[config.mk]
export PLATFORM = sky130hd
export DESIGN_NAME = osc_ctrl
export DESIGN_NICKNAME = d
export VERILOG_FILES = /design/src/hw/osc_pkg.sv /design/src/hw/osc_ctrl.sv
export SDC_FILE = /design/constraint.sdc
export NUM_CORES = 1
export LEC_CHECK = 0
export BUFFER_PORTS_ARGS = -buffer_cell sky130_fd_sc_hd__buf_4
export CAP_MARGIN = 20
export CORE_ASPECT_RATIO = 0.75
export CORE_MARGIN = 2
export CORE_UTILIZATION = 54
export DETAILED_ROUTE_END_ITERATION = 10
export GPL_TIMING_DRIVEN = 0
export PLACE_DENSITY = 0.78
export SLEW_MARGIN = 20
export SYNTH_ARGS = -nofsm -noshare
export SYNTH_HDL_FRONTEND = slang
export SYNTH_SLANG_ARGS = --single-unit
[constraint.sdc]
create_clock -name clk_sys -period 3.74 [get_ports clk_sys]
set_clock_uncertainty 0.2 [all_clocks]
set_input_delay 0.374 -clock clk_sys [delete_from_list [all_inputs] [get_ports clk_sys]]
set_output_delay 0.374 -clock clk_sys [all_outputs]
set_load 0.01 [all_outputs]
[src/hw/osc_pkg.sv]
// Constants, register map and types of the oscillator source control block.
// Assumes a single 40 MHz system clock and a 32-bit AXI4-Lite register bus.
package osc_pkg;
	localparam int CLK_HZ = 40_000_000;
	localparam int CLK_PERIOD_NS = 25;

	// Register bus
	localparam int ADDR_W = 8;
	localparam logic [7:0] ADDR_OSC_CONTROL = 8'h00;
	localparam logic [7:0] ADDR_IRQ_STATUS = 8'h04;
	localparam logic [7:0] ADDR_IRQ_MASK = 8'h08;
	localparam logic [7:0] ADDR_CLOCK_STATUS = 8'h0C;
	localparam logic [1:0] RESP_OKAY = 2'h0;
	localparam logic [1:0] RESP_SLVERR = 2'h2;

	// Oscillator control fields
	localparam int SYS_CLK_SEL_BIT = 0;
	localparam int SLOW_STABLE_BIT = 1;
	localparam int FAST_STABLE_BIT = 2;
	localparam int EXT_RUNNING_BIT = 3;
	localparam int FREQ_SEL_LSB = 4;
	localparam int FREQ_SEL_MSB = 6;
	localparam logic [2:0] FREQ_SEL_RESET = 3'h6;
	localparam logic [2:0] FREQ_SEL_SLOW = 3'h0;
	localparam logic SYS_CLK_SEL_RESET = 1'b0;

	// Interrupt status and mask layout
	localparam int IRQ_W = 4;
	localparam int IRQ_OST_DONE = 0;
	localparam int IRQ_FAST_STABLE = 1;
	localparam int IRQ_SLOW_STABLE = 2;
	localparam int IRQ_SWITCH_DONE = 3;
	localparam logic [3:0] IRQ_MASK_RESET = 4'h0;

	// Timing
	localparam int OST_OSC_COUNT = 1024;
	localparam int SWITCH_DELAY_NS = 1000;
	localparam int SWITCH_CYCLES = (SWITCH_DELAY_NS + CLK_PERIOD_NS - 1) / CLK_PERIOD_NS;
	localparam int SWITCH_CNT_W = 6;

	// Oscillator amplifier gain
	localparam logic [1:0] GAIN_OFF = 2'h0;
	localparam logic [1:0] GAIN_LOW = 2'h1;
	localparam logic [1:0] GAIN_MEDIUM = 2'h2;
	localparam logic [1:0] GAIN_HIGH = 2'h3;

	typedef enum logic [2:0] {
		MODE_EXT_CLOCK, MODE_LOW_GAIN_XTAL, MODE_MED_GAIN_XTAL, MODE_HIGH_GAIN_XTAL,
		MODE_RC_CLKOUT, MODE_RC_IO, MODE_INT_CLKOUT, MODE_INT_IO
	} osc_mode_type;

	// Core enable period in system clocks for each frequency select code
	function automatic logic [11:0] osc_freq_period(input logic [2:0] code);
		case (code)
			3'h7: osc_freq_period = 12'(CLK_HZ / 8_000_000);
			3'h6: osc_freq_period = 12'(CLK_HZ / 4_000_000);
			3'h5: osc_freq_period = 12'(CLK_HZ / 2_000_000);
			3'h4: osc_freq_period = 12'(CLK_HZ / 1_000_000);
			3'h3: osc_freq_period = 12'(CLK_HZ / 500_000);
			3'h2: osc_freq_period = 12'(CLK_HZ / 250_000);
			3'h1: osc_freq_period = 12'(CLK_HZ / 125_000);
			default: osc_freq_period = 12'(CLK_HZ / 31_000);
		endcase
	endfunction
endpackage

[src/hw/osc_ctrl.sv]
// Oscillator source control: register, start-up timer, source switching, core enable.
// Assumes one 40 MHz clock, AXI4-Lite master, fuse config inputs stable, analog ready levels.
//
// Chosen here: the AXI4-Lite interface to the registers and the address map.
module osc_ctrl
	import osc_pkg::*;
#(
	parameter int OST_OSC = osc_pkg::OST_OSC_COUNT
) (
	input wire logic clk_sys,
	input wire logic rst,
	input wire logic [osc_pkg::ADDR_W-1:0] s_axi_awaddr,
	input wire logic s_axi_awvalid,
	output logic s_axi_awready,
	input wire logic [31:0] s_axi_wdata,
	input wire logic [3:0] s_axi_wstrb,
	input wire logic s_axi_wvalid,
	output logic s_axi_wready,
	output logic [1:0] s_axi_bresp,
	output logic s_axi_bvalid,
	input wire logic s_axi_bready,
	input wire logic [osc_pkg::ADDR_W-1:0] s_axi_araddr,
	input wire logic s_axi_arvalid,
	output logic s_axi_arready,
	output logic [31:0] s_axi_rdata,
	output logic [1:0] s_axi_rresp,
	output logic s_axi_rvalid,
	input wire logic s_axi_rready,
	input wire logic [2:0] device_config_word_mode,
	input wire logic two_speed_enable,
	input wire logic fail_safe_enable,
	input wire logic power_up_timer_enable,
	input wire logic power_up_timer_expired,
	input wire logic sleep_request,
	input wire logic wake_event,
	input wire logic crystal_in_pin,
	input wire logic fast_osc_ready_pin,
	input wire logic slow_osc_ready_pin,
	output logic core_clk_en,
	output logic sys_clk_external,
	output logic [1:0] amp_gain,
	output logic crystal_out_gpio_free,
	output logic fast_osc_enable,
	output logic slow_osc_enable,
	output logic irq
);
	import osc_pkg::*;

	if (OST_OSC < 1 || OST_OSC > 2047) begin : g_bad_ost
		$error("OST_OSC must lie between 1 and 2047");
	end

	typedef enum logic [2:0] {
		SEQ_POWER_UP, SEQ_OST, SEQ_SWITCH, SEQ_RUN, SEQ_SLEEP
	} osc_seq_type;

	typedef struct packed {
		osc_seq_type seq;
		logic [2:0] freq_sel;
		logic sys_clk_sel;
		logic ext_running;
		logic hold_zero;
		logic ost_done;
		logic [10:0] ost_cnt;
		logic [SWITCH_CNT_W-1:0] sw_cnt;
		logic [11:0] div_cnt;
		logic [2:0] xin_sync;
		logic [1:0] fast_sync;
		logic [1:0] slow_sync;
		logic fast_prev;
		logic slow_prev;
		logic src_ext;
		logic src_slow;
		logic core_clk_en;
		logic [1:0] amp_gain;
		logic out_gpio;
		logic fast_en;
		logic slow_en;
		logic [IRQ_W-1:0] irq_status;
		logic [IRQ_W-1:0] irq_mask;
		logic irq;
		logic aw_held;
		logic w_held;
		logic [ADDR_W-1:0] awaddr;
		logic [31:0] wdata;
		logic [3:0] wstrb;
		logic awready;
		logic wready;
		logic bvalid;
		logic [1:0] bresp;
		logic arready;
		logic rvalid;
		logic [31:0] rdata;
		logic [1:0] rresp;
	} osc_state_type;

	osc_state_type s;
	osc_state_type n;

	function automatic logic mode_is_xtal(input logic [2:0] mode);
		mode_is_xtal = (mode == MODE_LOW_GAIN_XTAL) || (mode == MODE_MED_GAIN_XTAL) ||
			(mode == MODE_HIGH_GAIN_XTAL);
	endfunction

	function automatic logic mode_is_external(input logic [2:0] mode);
		mode_is_external = (mode != MODE_INT_CLKOUT) && (mode != MODE_INT_IO);
	endfunction

	function automatic logic [ADDR_W-1:0] word_addr(input logic [ADDR_W-1:0] addr);
		word_addr = {addr[ADDR_W-1:2], 2'b00};
	endfunction

	logic xin_rise;
	logic fast_stable;
	logic slow_stable;
	logic want_ext;
	logic want_slow;
	logic src_change;
	logic [IRQ_W-1:0] events;
	logic [IRQ_W-1:0] rd_clear;
	logic [7:0] osc_control_view;
	logic [ADDR_W-1:0] wa;
	logic [ADDR_W-1:0] ra;

	always_comb begin
		n = s;
		events = '0;
		rd_clear = '0;
		wa = word_addr(s.awaddr);
		ra = word_addr(s_axi_araddr);

		// Crystal input and analog ready levels cross into the system clock
		n.xin_sync = {s.xin_sync[1], s.xin_sync[0], crystal_in_pin};
		n.fast_sync = {s.fast_sync[0], fast_osc_ready_pin};
		n.slow_sync = {s.slow_sync[0], slow_osc_ready_pin};
		xin_rise = s.xin_sync[1] & ~s.xin_sync[2];
		fast_stable = s.fast_sync[1];
		slow_stable = s.slow_sync[1];
		n.fast_prev = fast_stable;
		n.slow_prev = slow_stable;
		events[IRQ_FAST_STABLE] = fast_stable & ~s.fast_prev;
		events[IRQ_SLOW_STABLE] = slow_stable & ~s.slow_prev;

		// Wanted source from select bit, frequency select and config mode
		want_ext = !s.sys_clk_sel && mode_is_external(device_config_word_mode);
		want_slow = !want_ext && (s.freq_sel == FREQ_SEL_SLOW);
		src_change = (want_ext != s.src_ext) || (!want_ext && (want_slow != s.src_slow));

		// Core enable pulses from the active source
		n.core_clk_en = 1'b0;
		if (s.seq == SEQ_RUN) begin
			if (s.src_ext) begin
				n.core_clk_en = xin_rise;
			end else if (s.src_slow ? slow_stable : fast_stable) begin
				if (s.div_cnt == 12'h000) begin
					n.core_clk_en = 1'b1;
					n.div_cnt = osc_freq_period(s.freq_sel) - 12'h001;
				end else begin
					n.div_cnt = s.div_cnt - 12'h001;
				end
			end
		end

		// Start-up and switch sequencer
		case (s.seq)
			SEQ_POWER_UP: begin
				if (!power_up_timer_enable || power_up_timer_expired) begin
					n.src_ext = want_ext;
					n.src_slow = want_slow;
					if (want_ext && mode_is_xtal(device_config_word_mode)) begin
						n.seq = SEQ_OST;
						n.ost_cnt = '0;
					end else begin
						n.seq = SEQ_RUN;
						n.ost_done = 1'b1;
					end
				end
			end
			SEQ_OST: begin
				if (xin_rise) begin
					if (s.ost_cnt == 11'(OST_OSC - 1)) begin
						n.ost_done = 1'b1;
						n.seq = SEQ_RUN;
						events[IRQ_OST_DONE] = 1'b1;
					end else begin
						n.ost_cnt = s.ost_cnt + 11'h001;
					end
				end
			end
			SEQ_SWITCH: begin
				if (s.sw_cnt == '0) begin
					n.seq = SEQ_RUN;
					events[IRQ_SWITCH_DONE] = 1'b1;
				end else begin
					n.sw_cnt = s.sw_cnt - SWITCH_CNT_W'(1);
				end
			end
			SEQ_RUN: begin
				if (sleep_request) begin
					n.seq = SEQ_SLEEP;
					if (mode_is_xtal(device_config_word_mode)) begin
						n.ost_done = 1'b0;
					end
				end else if (src_change) begin
					n.src_ext = want_ext;
					n.src_slow = want_slow;
					n.div_cnt = '0;
					if (want_ext && !s.ost_done) begin
						n.seq = SEQ_OST;
						n.ost_cnt = '0;
					end else begin
						n.seq = SEQ_SWITCH;
						n.sw_cnt = SWITCH_CNT_W'(SWITCH_CYCLES - 1);
					end
				end
			end
			SEQ_SLEEP: begin
				if (wake_event) begin
					n.src_ext = want_ext;
					n.src_slow = want_slow;
					n.div_cnt = '0;
					if (want_ext && mode_is_xtal(device_config_word_mode)) begin
						n.seq = SEQ_OST;
						n.ost_cnt = '0;
					end else begin
						n.seq = SEQ_RUN;
						n.ost_done = 1'b1;
					end
				end
			end
			default: begin
				n.seq = SEQ_POWER_UP;
			end
		endcase

		n.ext_running = n.src_ext && (n.ost_done || !s.hold_zero);

		// Pin-facing controls from the config mode, the active source and the fuse enables
		case (device_config_word_mode)
			MODE_LOW_GAIN_XTAL: n.amp_gain = GAIN_LOW;
			MODE_MED_GAIN_XTAL: n.amp_gain = GAIN_MEDIUM;
			MODE_HIGH_GAIN_XTAL: n.amp_gain = GAIN_HIGH;
			default: n.amp_gain = GAIN_OFF;
		endcase
		n.out_gpio = (device_config_word_mode == MODE_EXT_CLOCK) ||
			(device_config_word_mode == MODE_RC_IO) || (device_config_word_mode == MODE_INT_IO);
		n.fast_en = !n.src_ext && !n.src_slow;
		n.slow_en = (!n.src_ext && n.src_slow) || power_up_timer_enable || fail_safe_enable;

		osc_control_view = {1'b0, s.freq_sel, s.ext_running, fast_stable, slow_stable,
			s.sys_clk_sel};

		// Write channel: address and data taken in either order
		if (s_axi_awvalid && s.awready) begin
			n.aw_held = 1'b1;
			n.awaddr = s_axi_awaddr;
		end
		if (s_axi_wvalid && s.wready) begin
			n.w_held = 1'b1;
			n.wdata = s_axi_wdata;
			n.wstrb = s_axi_wstrb;
		end
		if (s.bvalid && s_axi_bready) begin
			n.bvalid = 1'b0;
		end
		if (s.aw_held && s.w_held && !s.bvalid) begin
			n.aw_held = 1'b0;
			n.w_held = 1'b0;
			n.bvalid = 1'b1;
			n.bresp = RESP_OKAY;
			case (wa)
				ADDR_OSC_CONTROL: begin
					if (s.wstrb[0]) begin
						n.freq_sel = s.wdata[FREQ_SEL_MSB:FREQ_SEL_LSB];
						n.sys_clk_sel = s.wdata[SYS_CLK_SEL_BIT];
					end
				end
				ADDR_IRQ_MASK: begin
					if (s.wstrb[0]) begin
						n.irq_mask = s.wdata[IRQ_W-1:0];
					end
				end
				ADDR_IRQ_STATUS, ADDR_CLOCK_STATUS: begin
					n.bresp = RESP_OKAY;
				end
				default: begin
					n.bresp = RESP_SLVERR;
				end
			endcase
		end

		// Read channel
		if (s.rvalid && s_axi_rready) begin
			n.rvalid = 1'b0;
		end
		if (s_axi_arvalid && s.arready) begin
			n.rvalid = 1'b1;
			n.rresp = RESP_OKAY;
			n.rdata = '0;
			case (ra)
				ADDR_OSC_CONTROL: n.rdata = {24'h000000, osc_control_view};
				ADDR_IRQ_STATUS: begin
					n.rdata = {28'h0000000, s.irq_status};
					rd_clear = s.irq_status;
				end
				ADDR_IRQ_MASK: n.rdata = {28'h0000000, s.irq_mask};
				ADDR_CLOCK_STATUS: n.rdata = {25'h0000000, s.seq == SEQ_RUN, s.amp_gain,
					s.seq == SEQ_OST, device_config_word_mode};
				default: n.rresp = RESP_SLVERR;
			endcase
		end

		// Sticky events, a new event beats a read clear
		n.irq_status = (s.irq_status & ~rd_clear) | events;
		n.irq = |(n.irq_status & n.irq_mask);
		n.awready = !n.aw_held && !n.bvalid;
		n.wready = !n.w_held && !n.bvalid;
		n.arready = !n.rvalid;

		if (rst) begin
			n = '0;
			n.seq = SEQ_POWER_UP;
			n.freq_sel = FREQ_SEL_RESET;
			n.sys_clk_sel = SYS_CLK_SEL_RESET;
			n.irq_mask = IRQ_MASK_RESET;
			n.bresp = RESP_OKAY;
			n.rresp = RESP_OKAY;
			n.hold_zero = (two_speed_enable && mode_is_xtal(device_config_word_mode)) ||
				fail_safe_enable;
			n.src_ext = mode_is_external(device_config_word_mode);
			n.ext_running = n.src_ext && !n.hold_zero;
		end
	end

	always_ff @(posedge clk_sys) begin
		s <= n;
	end

	assign s_axi_awready = s.awready;
	assign s_axi_wready = s.wready;
	assign s_axi_bresp = s.bresp;
	assign s_axi_bvalid = s.bvalid;
	assign s_axi_arready = s.arready;
	assign s_axi_rdata = s.rdata;
	assign s_axi_rresp = s.rresp;
	assign s_axi_rvalid = s.rvalid;
	assign core_clk_en = s.core_clk_en;
	assign sys_clk_external = s.src_ext;
	assign amp_gain = s.amp_gain;
	assign crystal_out_gpio_free = s.out_gpio;
	assign fast_osc_enable = s.fast_en;
	assign slow_osc_enable = s.slow_en;
	assign irq = s.irq;
endmodule // osc_ctrl

Yosys cells after proc, flatten, opt, wreduce, memory -nomap -nowiden
Cells that the tools add are included.
{"block": "word_totals", "reg_bits": 152}
{"block": "op_classes", "n_addsub": 4, "bitwise": 11, "n_reduce_logical": 60, "eq_ne": 39, "muxes": 71}
{"operator": "$mux 145", "n": 1}
{"operator": "$mux 12", "n": 12}
{"operator": "$pmux 11 s7", "n": 1}
{"operator": "$mux 29", "n": 2}
{"operator": "$pmux 12 s4", "n": 1}
{"operator": "$mux 36", "n": 1}
{"operator": "$mux 35", "n": 1}
{"operator": "$mux 11", "n": 3}
{"operator": "$pmux 7 s4", "n": 1}
{"operator": "$eq 6x2->1 const B", "n": 4}
{"operator": "$mux 3", "n": 8}
{"operator": "$pmux 12 s2", "n": 1}
{"operator": "$sub 12x1->12 const B", "n": 2}
{"operator": "$ne 2x2->1 const B", "n": 11}
{"operator": "$eq 3x3->1 const B", "n": 7}
{"operator": "$logic_and 1x1->1", "n": 20}
{"operator": "$mux 4", "n": 5}
{"operator": "$eq 3x2->1 const B", "n": 6}
{"operator": "$logic_not 6->1", "n": 3}
{"operator": "$mux 1", "n": 18}
{"operator": "$mux 2", "n": 9}
{"operator": "$pmux 3 s5", "n": 1}
{"operator": "$logic_not 1->1", "n": 13}
{"operator": "$eq 6x1->1 const B", "n": 2}
{"operator": "26 further kinds", "n": 52}

Logic depth before layout (Yosys ltp)
Gate-level depths: netlist of run 1.
{"block": "logic_depth", "word_depth": 17, "ltp_mapped": 11, "depth_no_buf": 10}

Worst setup path before layout of run 1
OpenSTA, ideal clock, no wires.
{"block": "synth_timing", "path_kind": "register to register", "from": "reg s[116] (netlist name)", "to": "reg s[119] (netlist name)", "slack_ns": 0.908, "required_ns": 3.413, "period_less_slack_ns": 2.832, "setup_ns": 0.127, "t_arrival_ns": 2.506, "path_stages_with_launch": 12, "path_buffers": 2, "path_cell_list": "dfxtp_1 buf_2 or4_1 buf_2 nor4_1 a21oi_1 ha_1 nand2b_1 nor4_1 mux2_2 o2111ai_1 o21ai_0"}
{"block": "synth_between", "elab_chain_len": 8}
{"item": "from (decl)", "line_no": "osc_ctrl.sv:97", "source": "osc_state_type s;"}
{"item": "from (signal assigned)", "line_no": "osc_ctrl.sv:336", "source": "s <= n;"}
{"item": "$sub 12x1->12 or $logic_not 12->1 (tied branches)", "line_no": "osc_ctrl.sv:159, osc_ctrl.sv:155"}
{"item": "$mux 12 *", "line_no": "osc_ctrl.sv:155", "source": "if (s.div_cnt == 12'h000) begin"}
{"item": "$mux 12 *", "line_no": "osc_ctrl.sv:154", "source": "end else if (s.src_slow ? slow_stable : fast_stable) begin"}
{"item": "$mux 12 *", "line_no": "osc_ctrl.sv:152", "source": "if (s.src_ext) begin"}
{"item": "$mux 12 *", "line_no": "osc_ctrl.sv:151", "source": "if (s.seq == SEQ_RUN) begin"}
{"item": "$mux 29", "line_no": "osc_ctrl.sv:204", "source": "end else if (src_change) begin"}
{"item": "$mux 29", "line_no": "osc_ctrl.sv:199", "source": "if (sleep_request) begin"}
{"item": "$pmux 12 s2 *", "line_no": "osc_ctrl.sv:165", "source": "case (s.seq)"}
Mark *: on every way between the ends. The rest lies on a longest branch, timed or not. The select of a mux whose other input is x is not followed.
A chain may end at the register's enable or synchronous reset.

Worst setup path after layout of run 1
Same ends and word-level chain as after synthesis.

==> impl_metrics.csv, run 1 <==
group,metric,value,unit
run_status,status,"finished, final reports clean",
cts,cts_tree,"done",
power,p_leak,2.335,nW
sta,min_period,3.221,ns
placed_design,hpwlAfterDp,9.707,mm
sta,tightest_slew,0.7474,ns
synth,ys_ff_latch,95,
layout,diodes,0,
synth,synth_top_area_share,37.94,%
die,die_height,87.00,um
cts,clkLatencyLatePin,0.35,ns
layout,nNetsFinal,756,
cts,cts_buffer_depth,2,
min_path,hold_path.class,"in -> reg",
power,p_comb_share,31.1,%
synth,async_flop_share,0,%
cts,clockRootBuffer,"clkbuf_16",
global_routing,grt_max_degree,17,
power,internal-power,0.001916,W
setup_path,endpoint_kind,"flop",
synth,synth_cell_types,75,
global_routing,antenna_found_initial,0,
power,swShare,35.05,%
synth,synth.avg_cell_area,8.435,um^2
synth,post-synth-top-count-cell,"dfxtp_1",
power,ir_worst_vdd,0.0003308,V
global_routing,grt_pass1_wl,21.60,mm
setup_path,arrival,3.24,ns
routing,ant_nets,0,
cts,cts_sinks,95,
cts,path_clk_slew,0.07,ns
sta,setup_viol,0,
setup_path,cp_max_fo,9,
power,clockPowerShare,29.3,%
global_routing,grt_usage,27.70,%
placed_design,numPortBuffers,56,
setup_path,slowest_delay,0.51,ns
placed_design,dpl_worst_slack,0.5525,ns
sta,tns,0,ns
setup_path,critPathSlowestCell,"or4_1",
cts,hold_buffers,0,
sta,relSlewSlack,48.88,%
sta,maxSlewViolCount,0,
sta,whs,0.02757,ns
layout,final_cells,797,
sta,setup_ws,0.5195,ns
routing,drt_iter0_drc,331,
placed_design,dp.cells,782,
setup_path,start_kind,"flop",
setup_path,worstPathCellList,"buf_2 -> or4_1 -> buf_2 -> nor4_1 -> a21oi_1 -> ha_1 -> nand2b_1 -> nor4_1 -> mux2_2 -> o2111ai_1 -> o21ai_0",
global_routing,grt_pass1_vias,4292,
run,cap_violations,0,
setup_path,critPathRequiredTime,3.76,ns
die,initial_core_util,55.29,%
sta,rsz0062_at_grt,"false",
layout,fillerInstances,749,
routing,drtPass1Iterations,5,
routing,wl_per_cell,16.52,um
cts,cts_buffers,9,
synth,syn_inst,588,
die,core_area,8971,um^2
synth,yosysTopAreaCell,"dfxtp_1",
setup_path,crit_type,"reg -> reg",
die,die_w,114.7,um
routing,vias,4724,
cts,ctsResizeCount,0,
power,power_switching,0.001034,W
layout,layout-drive-gt1-share,20.00,%
synth,synth_commonest_cells,"94 x dfxtp_1, 61 x nor2_1, 49 x nand2_1",
layout,syn_to_final_growth,18.82,%
cts,htreeDepth,3,
synth,synthTopCellsByArea,"dfxtp_1 38%, buf_4 5.8%, nor2_1 4.6%, a21oi_1 4.5%, nand2_1 3.7%",
synth,synth_ff_type,"dfxtp_1",
global_routing,grt-ovfl-total,0,
sta,fmax,0.3105,GHz
die,die_area,9975,um^2
routing,drc,0,
placed_design,place.gp.congestion,0.9095,
power,p_per_area,500.7,nW/um^2
synth,synth_edf_count,1,
synth,syn-cell-area,4960,um^2
synth,ys_warn_count,0,
die,row_count,30,
routing,vias_per_cell,5.927,
sta,finalHoldViolations,0,
routing,wl,13.17,mm
power,power_frac_seq,39.6,%
sta,post-route-period-util,86.11,%
cts,postCtsSetupRepairBufs,0,
power,p_total,0.002951,W
synth,seq_area_frac_synth,38.55,%
die,io_pins,120,
cell families after synthesis:
kind of cell	Yosys count	share of synthesized area, %
AO/OA/AOI/OAI	156	21.54
XOR/XNOR	2	0.3532
adder cells (fa/ha/maj)	4	1.009
buffers and inverters	81	9.081
flip-flops	95	38.55
multiplexers	21	5.298
other	1	0.07561
AND/OR/NAND/NOR	228	24.09
state kept, by name (all words and copies together), names as in the netlist, 2 cells and up:
register	count
s_axi_rdata	7
amp_gain	2
s	66
osc_control_view	6
placed cells by master (no fill, tap or decap), drive strengths merged, types with 6 or more instances in the layout:
master,Yosys,final
nor4,12,12
nor3,18,18
a21oi,45,45
o21ai,23,23
nor2b,18,18
and3,7,7
or4,10,10
clkbuf,25,34
nand2b,6,6
dfxtp,94,94
nor3b,6,6
a22oi,9,9
nand2,49,49
mux2i,15,15
a211oi,11,11
buf,47,103
a311oi,7,7
nor2,61,61
o21bai,8,8
inv,9,11
conb,1,27
nand3,15,15
a31oi,11,11
per-stage QoR:
step	utilization (%)	area, um^2
3_3_place_gp	62.62	5618
5_1_grt	65.69	5893
2_1_floorplan	-	5057
3_5_place_dp	62.62	5618
6_report	65.69	5893
4_1_cts	65.63	5888
layout make-up:
| type | instances | area, um^2 | area share (%) |
|---|---|---|---|
| tap | 112 | 140.1 | 2.378 |
| clock inverter | 6 | 45.04 | 0.7643 |
| sequential | 95 | 1912 | 32.44 |
| inverter | 9 | 33.78 | 0.5732 |
| clock buffer | 9 | 225.2 | 3.822 |
| multi-input combinational | 438 | 2700 | 45.82 |
| timing repair buffer | 56 | 420.4 | 7.134 |
| buffer | 72 | 416.7 | 7.070 |
worst paths after layout:
check / from / to / slack (ns) / cells after the start
setup / recovery: s[116] / s[119] / 0.52 / 11
hold / removal: fast_osc_ready_pin / s[108] / 0.03 / 2
setup reg to reg: s[116] / s[119] / 0.52 / 11
hold reg to reg: s[141] / s[141] / 0.24 / 2
worst max-delay path: cells and delay by family, from the launching register on:
kind / cells / cell delay (ns)
buffers and inverters: 2 / 0.36
muxes: 1 / 0.26
adders and majority gates: 1 / 0.25
DFF: 1 / 0.29
AOI/OAI and AO/OA: 3 / 0.44
and+or+nand+nor: 4 / 1.28
power by group through the flow:
stage,Combinational [W],Clock [W],Sequential [W]
floorplan,0.000652,0,0.00118
global placement,0.000876,0,0.00119
detailed placement,0.000893,0,0.00119
CTS,0.000897,0.000868,0.00117
global route,0.00101,0.000907,0.00118
finish,0.000918,0.000863,0.00117
metal layers:
metal  global-route usage [%]  routed length (um)
met3                    6.193                1097
met5                        0                   0
met4                    8.869                 213
met2                    41.80                5736
met1                    39.51                6122
No activity file was read; power rests on OpenSTA's default activity.
==> run 2, diff against run 1 <==
--- a/config.mk
+++ b/config.mk
@@ -8,5 +8,4 @@
 export BUFFER_PORTS_ARGS = -buffer_cell sky130_fd_sc_hd__buf_4
 export CAP_MARGIN = 20
-export CORE_ASPECT_RATIO = 0.75
 export CORE_MARGIN = 2
 export CORE_UTILIZATION = 54
==> constraint.sdc (replaced) <==
create_clock -name clk_sys -period 3.74 [get_ports clk_sys]
set_clock_uncertainty 0.2 [all_clocks]
set_input_delay 0.187 -clock clk_sys [delete_from_list [all_inputs] [get_ports clk_sys]]
set_output_delay 0.187 -clock clk_sys [all_outputs]
set_load 0.01 [all_outputs]
==> run 2 against run 1 <==
Effect of this change: die area about the same; clock power down 20%; total power down 5.4%; cell count up 3.4%; routed wire length up 2.1%; first-iteration DRC count up 22%; cell area up 3.8%; sequential power about the same; via count up 1.6%.
==> impl_metrics.csv, run 2 (synthesis results as in run 1) <==
group,metric,value,unit
routing,drc,0,
setup_path,reg2reg_slack,0.59,ns
placed_design,numPortBuffers,56,
sta,tightest_slew,0.7778,ns
die,die_area,9967,um^2
sta,post-route-period-util,84.17,%
run,cap_violations,0,
die,row_count,34,
sta,finalHoldViolations,0,
placed_design,hpwlAfterDp,9.469,mm
setup_path,cp_top_family,"simple AND/OR/NAND/NOR gates",
sta,maxSlewViolCount,0,
setup_path,cp_max_fo,9,
cts,clockRootBuffer,"clkbuf_8",
global_routing,grt_usage,26.97,%
layout,syn_to_final_growth,23.39,%
setup_path,arrival,3.22,ns
die,core_area,8806,um^2
layout,fillerInstances,710,
setup_path,slowest_delay,0.51,ns
die,io_pins,120,
setup_path,critPathSlowestCell,"or4_1",
global_routing,grt_max_degree,20,
layout,largest_reg_flops,66,
layout,mostFrequentLayoutCells,"94 x buf_4, 94 x dfxtp_1, 61 x nor2_1",
power,ir_worst_vdd,0.0003342,V
cts,path_clk_slew,0.11,ns
power,p_leak,2.409,nW
setup_path,critPathRequiredTime,3.81,ns
placed_design,place.gp.congestion,0.9411,
cts,cts_buffer_depth,2,
cts,ctsResizeCount,0,
cts,postCtsSetupRepairBufs,0,
cts,cts_tree,"done",
sta,fmax,0.3176,GHz
global_routing,grt-ovfl-total,0,
sta,tns,0,ns
setup_path,crit_type,"reg -> reg",
global_routing,antenna_found_initial,0,
routing,wl_per_cell,16.32,um
min_path,hold_path.class,"in -> reg",
sta,rsz0062_at_grt,"false",
cts,htreeDepth,3,
setup_path,start_kind,"flop",
cts,clkLatencyLatePin,0.39,ns
setup_path,endpoint_kind,"flop",
routing,drt_iter0_drc,403,
routing,vias_per_cell,5.824,
layout,layout-drive-gt1-share,19.27,%
setup_path,path_buf_inv,2,
cts,cts_sinks,95,
layout,diodes,0,
cts,cts_buffers,9,
routing,wl,13.45,mm
routing,vias,4799,
cts,hold_buffers,30,
sta,whs,0.04984,ns
layout,nNetsFinal,786,
run_status,status,"finished, final reports clean",
die,initial_core_util,56.32,%
layout,fin_area,6120,um^2
die,die_w,99.84,um
sta,setup_viol,0,
global_routing,grt_pass1_wl,21.30,mm
routing,drtPass1Iterations,5,
placed_design,place_area,5613,um^2
layout,regMostFlops,"s",
die,die_height,99.84,um
sta,relSlewSlack,46.80,%
setup_path,worstPathCellList,"buf_2 -> or4_1 -> buf_2 -> nor4_1 -> a21oi_1 -> ha_1 -> nand2b_1 -> nor4_1 -> mux2_2 -> o2111ai_1 -> o21ai_0",
sta,min_period,3.148,ns
global_routing,grt_pass1_vias,4349,
power,p_per_area,456.0,nW/um^2
routing,ant_nets,0,
run 2: worst paths after layout:
kind                                   start          end  cells after the start
setup / recovery                      s[116]       s[119]                     11
hold / removal    device_config_word_mode[1]  amp_gain[1]                      2
setup reg to reg                      s[116]       s[119]                     11
hold reg to reg                       s[141]       s[141]                      2
run 2: layout make-up:
cell class	count	area [um^2]	share of cell area [%]
clock buffer	9	123.9	2.024
multi-input combinational	438	2700	44.12
timing repair buffer	86	720.7	11.78
tap	108	135.1	2.208
sequential	95	1912	31.24
inverter	9	33.78	0.5520
buffer	72	416.7	6.808
clock inverter	7	77.57	1.268
run 2: layer usage:
metal	up-vias	wire length (um)	track usage, %
met5	-	0	0
met4	0	339	11.17
met3	29	844	4.526
met2	206	6271	43.61
met1	2234	5993	36.02
li1	2330	-	-
run 2: power by group:
group	switching (W)	internal [W]	leakage (nW)
Sequential	0.0000736	0.00110	0.775
Clock	0.000429	0.000265	0.0997
Combinational	0.000540	0.000382	1.53
run 2: metrics by stage:
| step | utilization [%] | instances | setup slack (ns) | power [W] |
|---|---|---|---|---|
| finish | 69.49 | 824 | 0.5919 | 0.002791 |
| CTS | 69.44 | 824 | 0.6305 | 0.002771 |
| floorplan | - | 614 | 0.9076 | 0.001831 |
| global placement | 63.74 | 778 | 0.6780 | 0.002042 |
| detailed placement | 63.74 | 778 | 0.6563 | 0.002070 |
| global route | 69.49 | 824 | 0.4541 | 0.002936 |
==> run 3, diff against run 2 <==
clock period = 3.2 ns   (was 3.74 ns; I/O delays follow)
==> run 3 against run 2 <==
Effect of this change: clock power increased by 17%; critical path type unchanged; via count fell by 0.38%; worst hold slack lost 0.025 ns; sequential share of layout area is essentially flat; total power up 17%; cell area rose by 0.10%; sequential power grew 17%; utilization increased by 0.071 points; flip-flop and latch count stayed put; combinational power increased by 17%; clock-buffer cell count did not move; fmax increased by 3.7%.
==> impl_metrics.csv, run 3 (synthesis results as in run 1) <==
group,metric,value,unit
routing,drt_iter0_drc,401,
min_path,hold_path.class,"in -> reg",
setup_path,start_kind,"flop",
setup_path,critPathRequiredTime,3.27,ns
sta,finalHoldViolations,0,
layout,nNetsFinal,786,
setup_path,slowest_delay,0.51,ns
min_path,whs_path_depth,2,
sta,post-route-period-util,94.83,%
die,core_area,8806,um^2
routing,wl_per_cell,16.33,um
sta,whs,0.02443,ns
cts,clockRootBuffer,"clkbuf_8",
cts,cts_buffers,9,
power,ir_worst_vdd,0.0003907,V
sta,fmax,0.3295,GHz
global_routing,grt-ovfl-total,0,
routing,wl,13.46,mm
cts,path_clk_slew,0.11,ns
routing,drc,0,
placed_design,numPortBuffers,56,
routing,ant_nets,0,
layout,syn_to_final_growth,23.51,%
placed_design,place.gp.congestion,0.9411,
setup_path,path_buf_inv,2,
setup_path,crit_type,"reg -> reg",
setup_path,cp_max_fo,9,
setup_path,rr_endpoint,"s[119]",
layout,seq_area,1912,um^2
run,cap_violations,0,
global_routing,grt_pass1_vias,4349,
layout,regMostFlops,"s",
power,p_per_area,532.4,nW/um^2
layout,post-route-util,69.57,%
die,row_count,34,
min_path,min_from,"device_config_word_mode[1]",
setup_path,reg2reg_slack,0.17,ns
setup_path,worstRegToRegCells,11,
setup_path,endpoint_kind,"flop",
setup_path,critPathSlowestCell,"or4_1",
global_routing,grt_usage,26.97,%
layout,largest_reg_flops,66,
cts,cts_buffer_depth,2,
setup_path,crit_cells,11,
min_path,holdPathEnd,"amp_gain[1]",
die,die_height,99.84,um
routing,vias,4781,
sta,setup_viol,0,
setup_path,arrival,3.11,ns
sta,setup_ws,0.1655,ns
layout,diodes,0,
cts,htreeDepth,3,
power,p_leak,2.410,nW
setup_path,cp_common_cell,"buf_2",
run_status,status,"finished, final reports clean",
placed_design,hpwlAfterDp,9.469,mm
cts,cts_tree,"done",
die,die_area,9967,um^2
placed_design,dpl_worst_slack,0.1163,ns
routing,drtPass1Iterations,6,
setup_path,timing.rr.start,"s[116]",
layout,multi_input_area,2706,um^2
routing,vias_per_cell,5.802,
setup_path,worstPathCellList,"buf_2 -> or4_1 -> buf_2 -> nor4_2 -> a21oi_1 -> ha_1 -> nand2b_1 -> nor4_1 -> mux2_2 -> o2111ai_1 -> o21ai_0",
sta,tns,0,ns
layout,mostFrequentLayoutCells,"94 x buf_4, 94 x dfxtp_1, 61 x nor2_1",
cts,postCtsSetupRepairBufs,0,
global_routing,grt_pass1_wl,21.30,mm
cts,clkLatencyLatePin,0.39,ns
sta,relSlewSlack,46.80,%
global_routing,grt_max_degree,20,
power,p_total,0.003261,W
sta,maxSlewViolCount,0,
layout,layout-drive-gt1-share,19.41,%
cts,cts_sinks,95,
sta,min_period,3.034,ns
setup_path,cp_top_family,"simple AND/OR/NAND/NOR gates",
global_routing,antenna_found_initial,0,
die,io_pins,120,
die,die_w,99.84,um
die,initial_core_util,56.32,%
layout,fillerInstances,709,
sta,rsz0062_at_grt,"false",
sta,tightest_slew,0.7778,ns
[run 3: changes by cell type in the layout (fill, tap and decap cells not counted)]
cell    change
nor4_1      -1
nor4_2      +1
[run 3: timing repair]
item	4_1_cts	5_1_grt
resized for setup	0	1
endpoints found under the hold margin	27	0
hold buffers	30	0
setup endpoints to repair	0	3
[run 3: area by class of cell]
type | count | area share (%)
inverter | 9 | 0.5515
timing repair buffer | 86 | 11.76
tap | 108 | 2.206
clock buffer | 9 | 2.022
buffer | 72 | 6.801
clock inverter | 7 | 1.266
multi-input combinational | 438 | 44.18
sequential | 95 | 31.21
[run 3: worst max path at each step]
stage / startpoint / to / slack [ns]
after floorplan: s[116] / s[119] / 0.37
after global placement: s[116] / s[119] / 0.14
after detailed placement: s[116] / s[119] / 0.12
after CTS: s[116] / s[119] / 0.09
after global routing: s[116] / s[119] / 0.02
final: s[116] / s[119] / 0.17
[run 3: through the flow]
stage,instance area [um^2],std cells
6_report,6126,824
4_1_cts,6115,824
3_3_place_gp,5613,778
3_5_place_dp,5613,778
2_1_floorplan,5057,614
5_1_grt,6126,824
[run 3: layer usage]
layer  share of wire (%)  vias up  track usage, %  wire length (um)
met4                 2.5        0           11.17               339
met3                 6.3       29           4.526               849
met5                   0        -               0                 0
li1                    -     2329               -                 -
met2                  47      203           43.61              6296
met1                  44     2220           36.02              5974
[run 3: where the power goes]
| group | leakage [nW] | total [W] | internal [W] | switching (W) |
|---|---|---|---|---|
| logic | 1.54 | 0.00108 | 0.000446 | 0.000632 |
| registers | 0.775 | 0.00137 | 0.00129 | 0.0000858 |
| clock network | 0.0997 | 0.000810 | 0.000310 | 0.000500 |
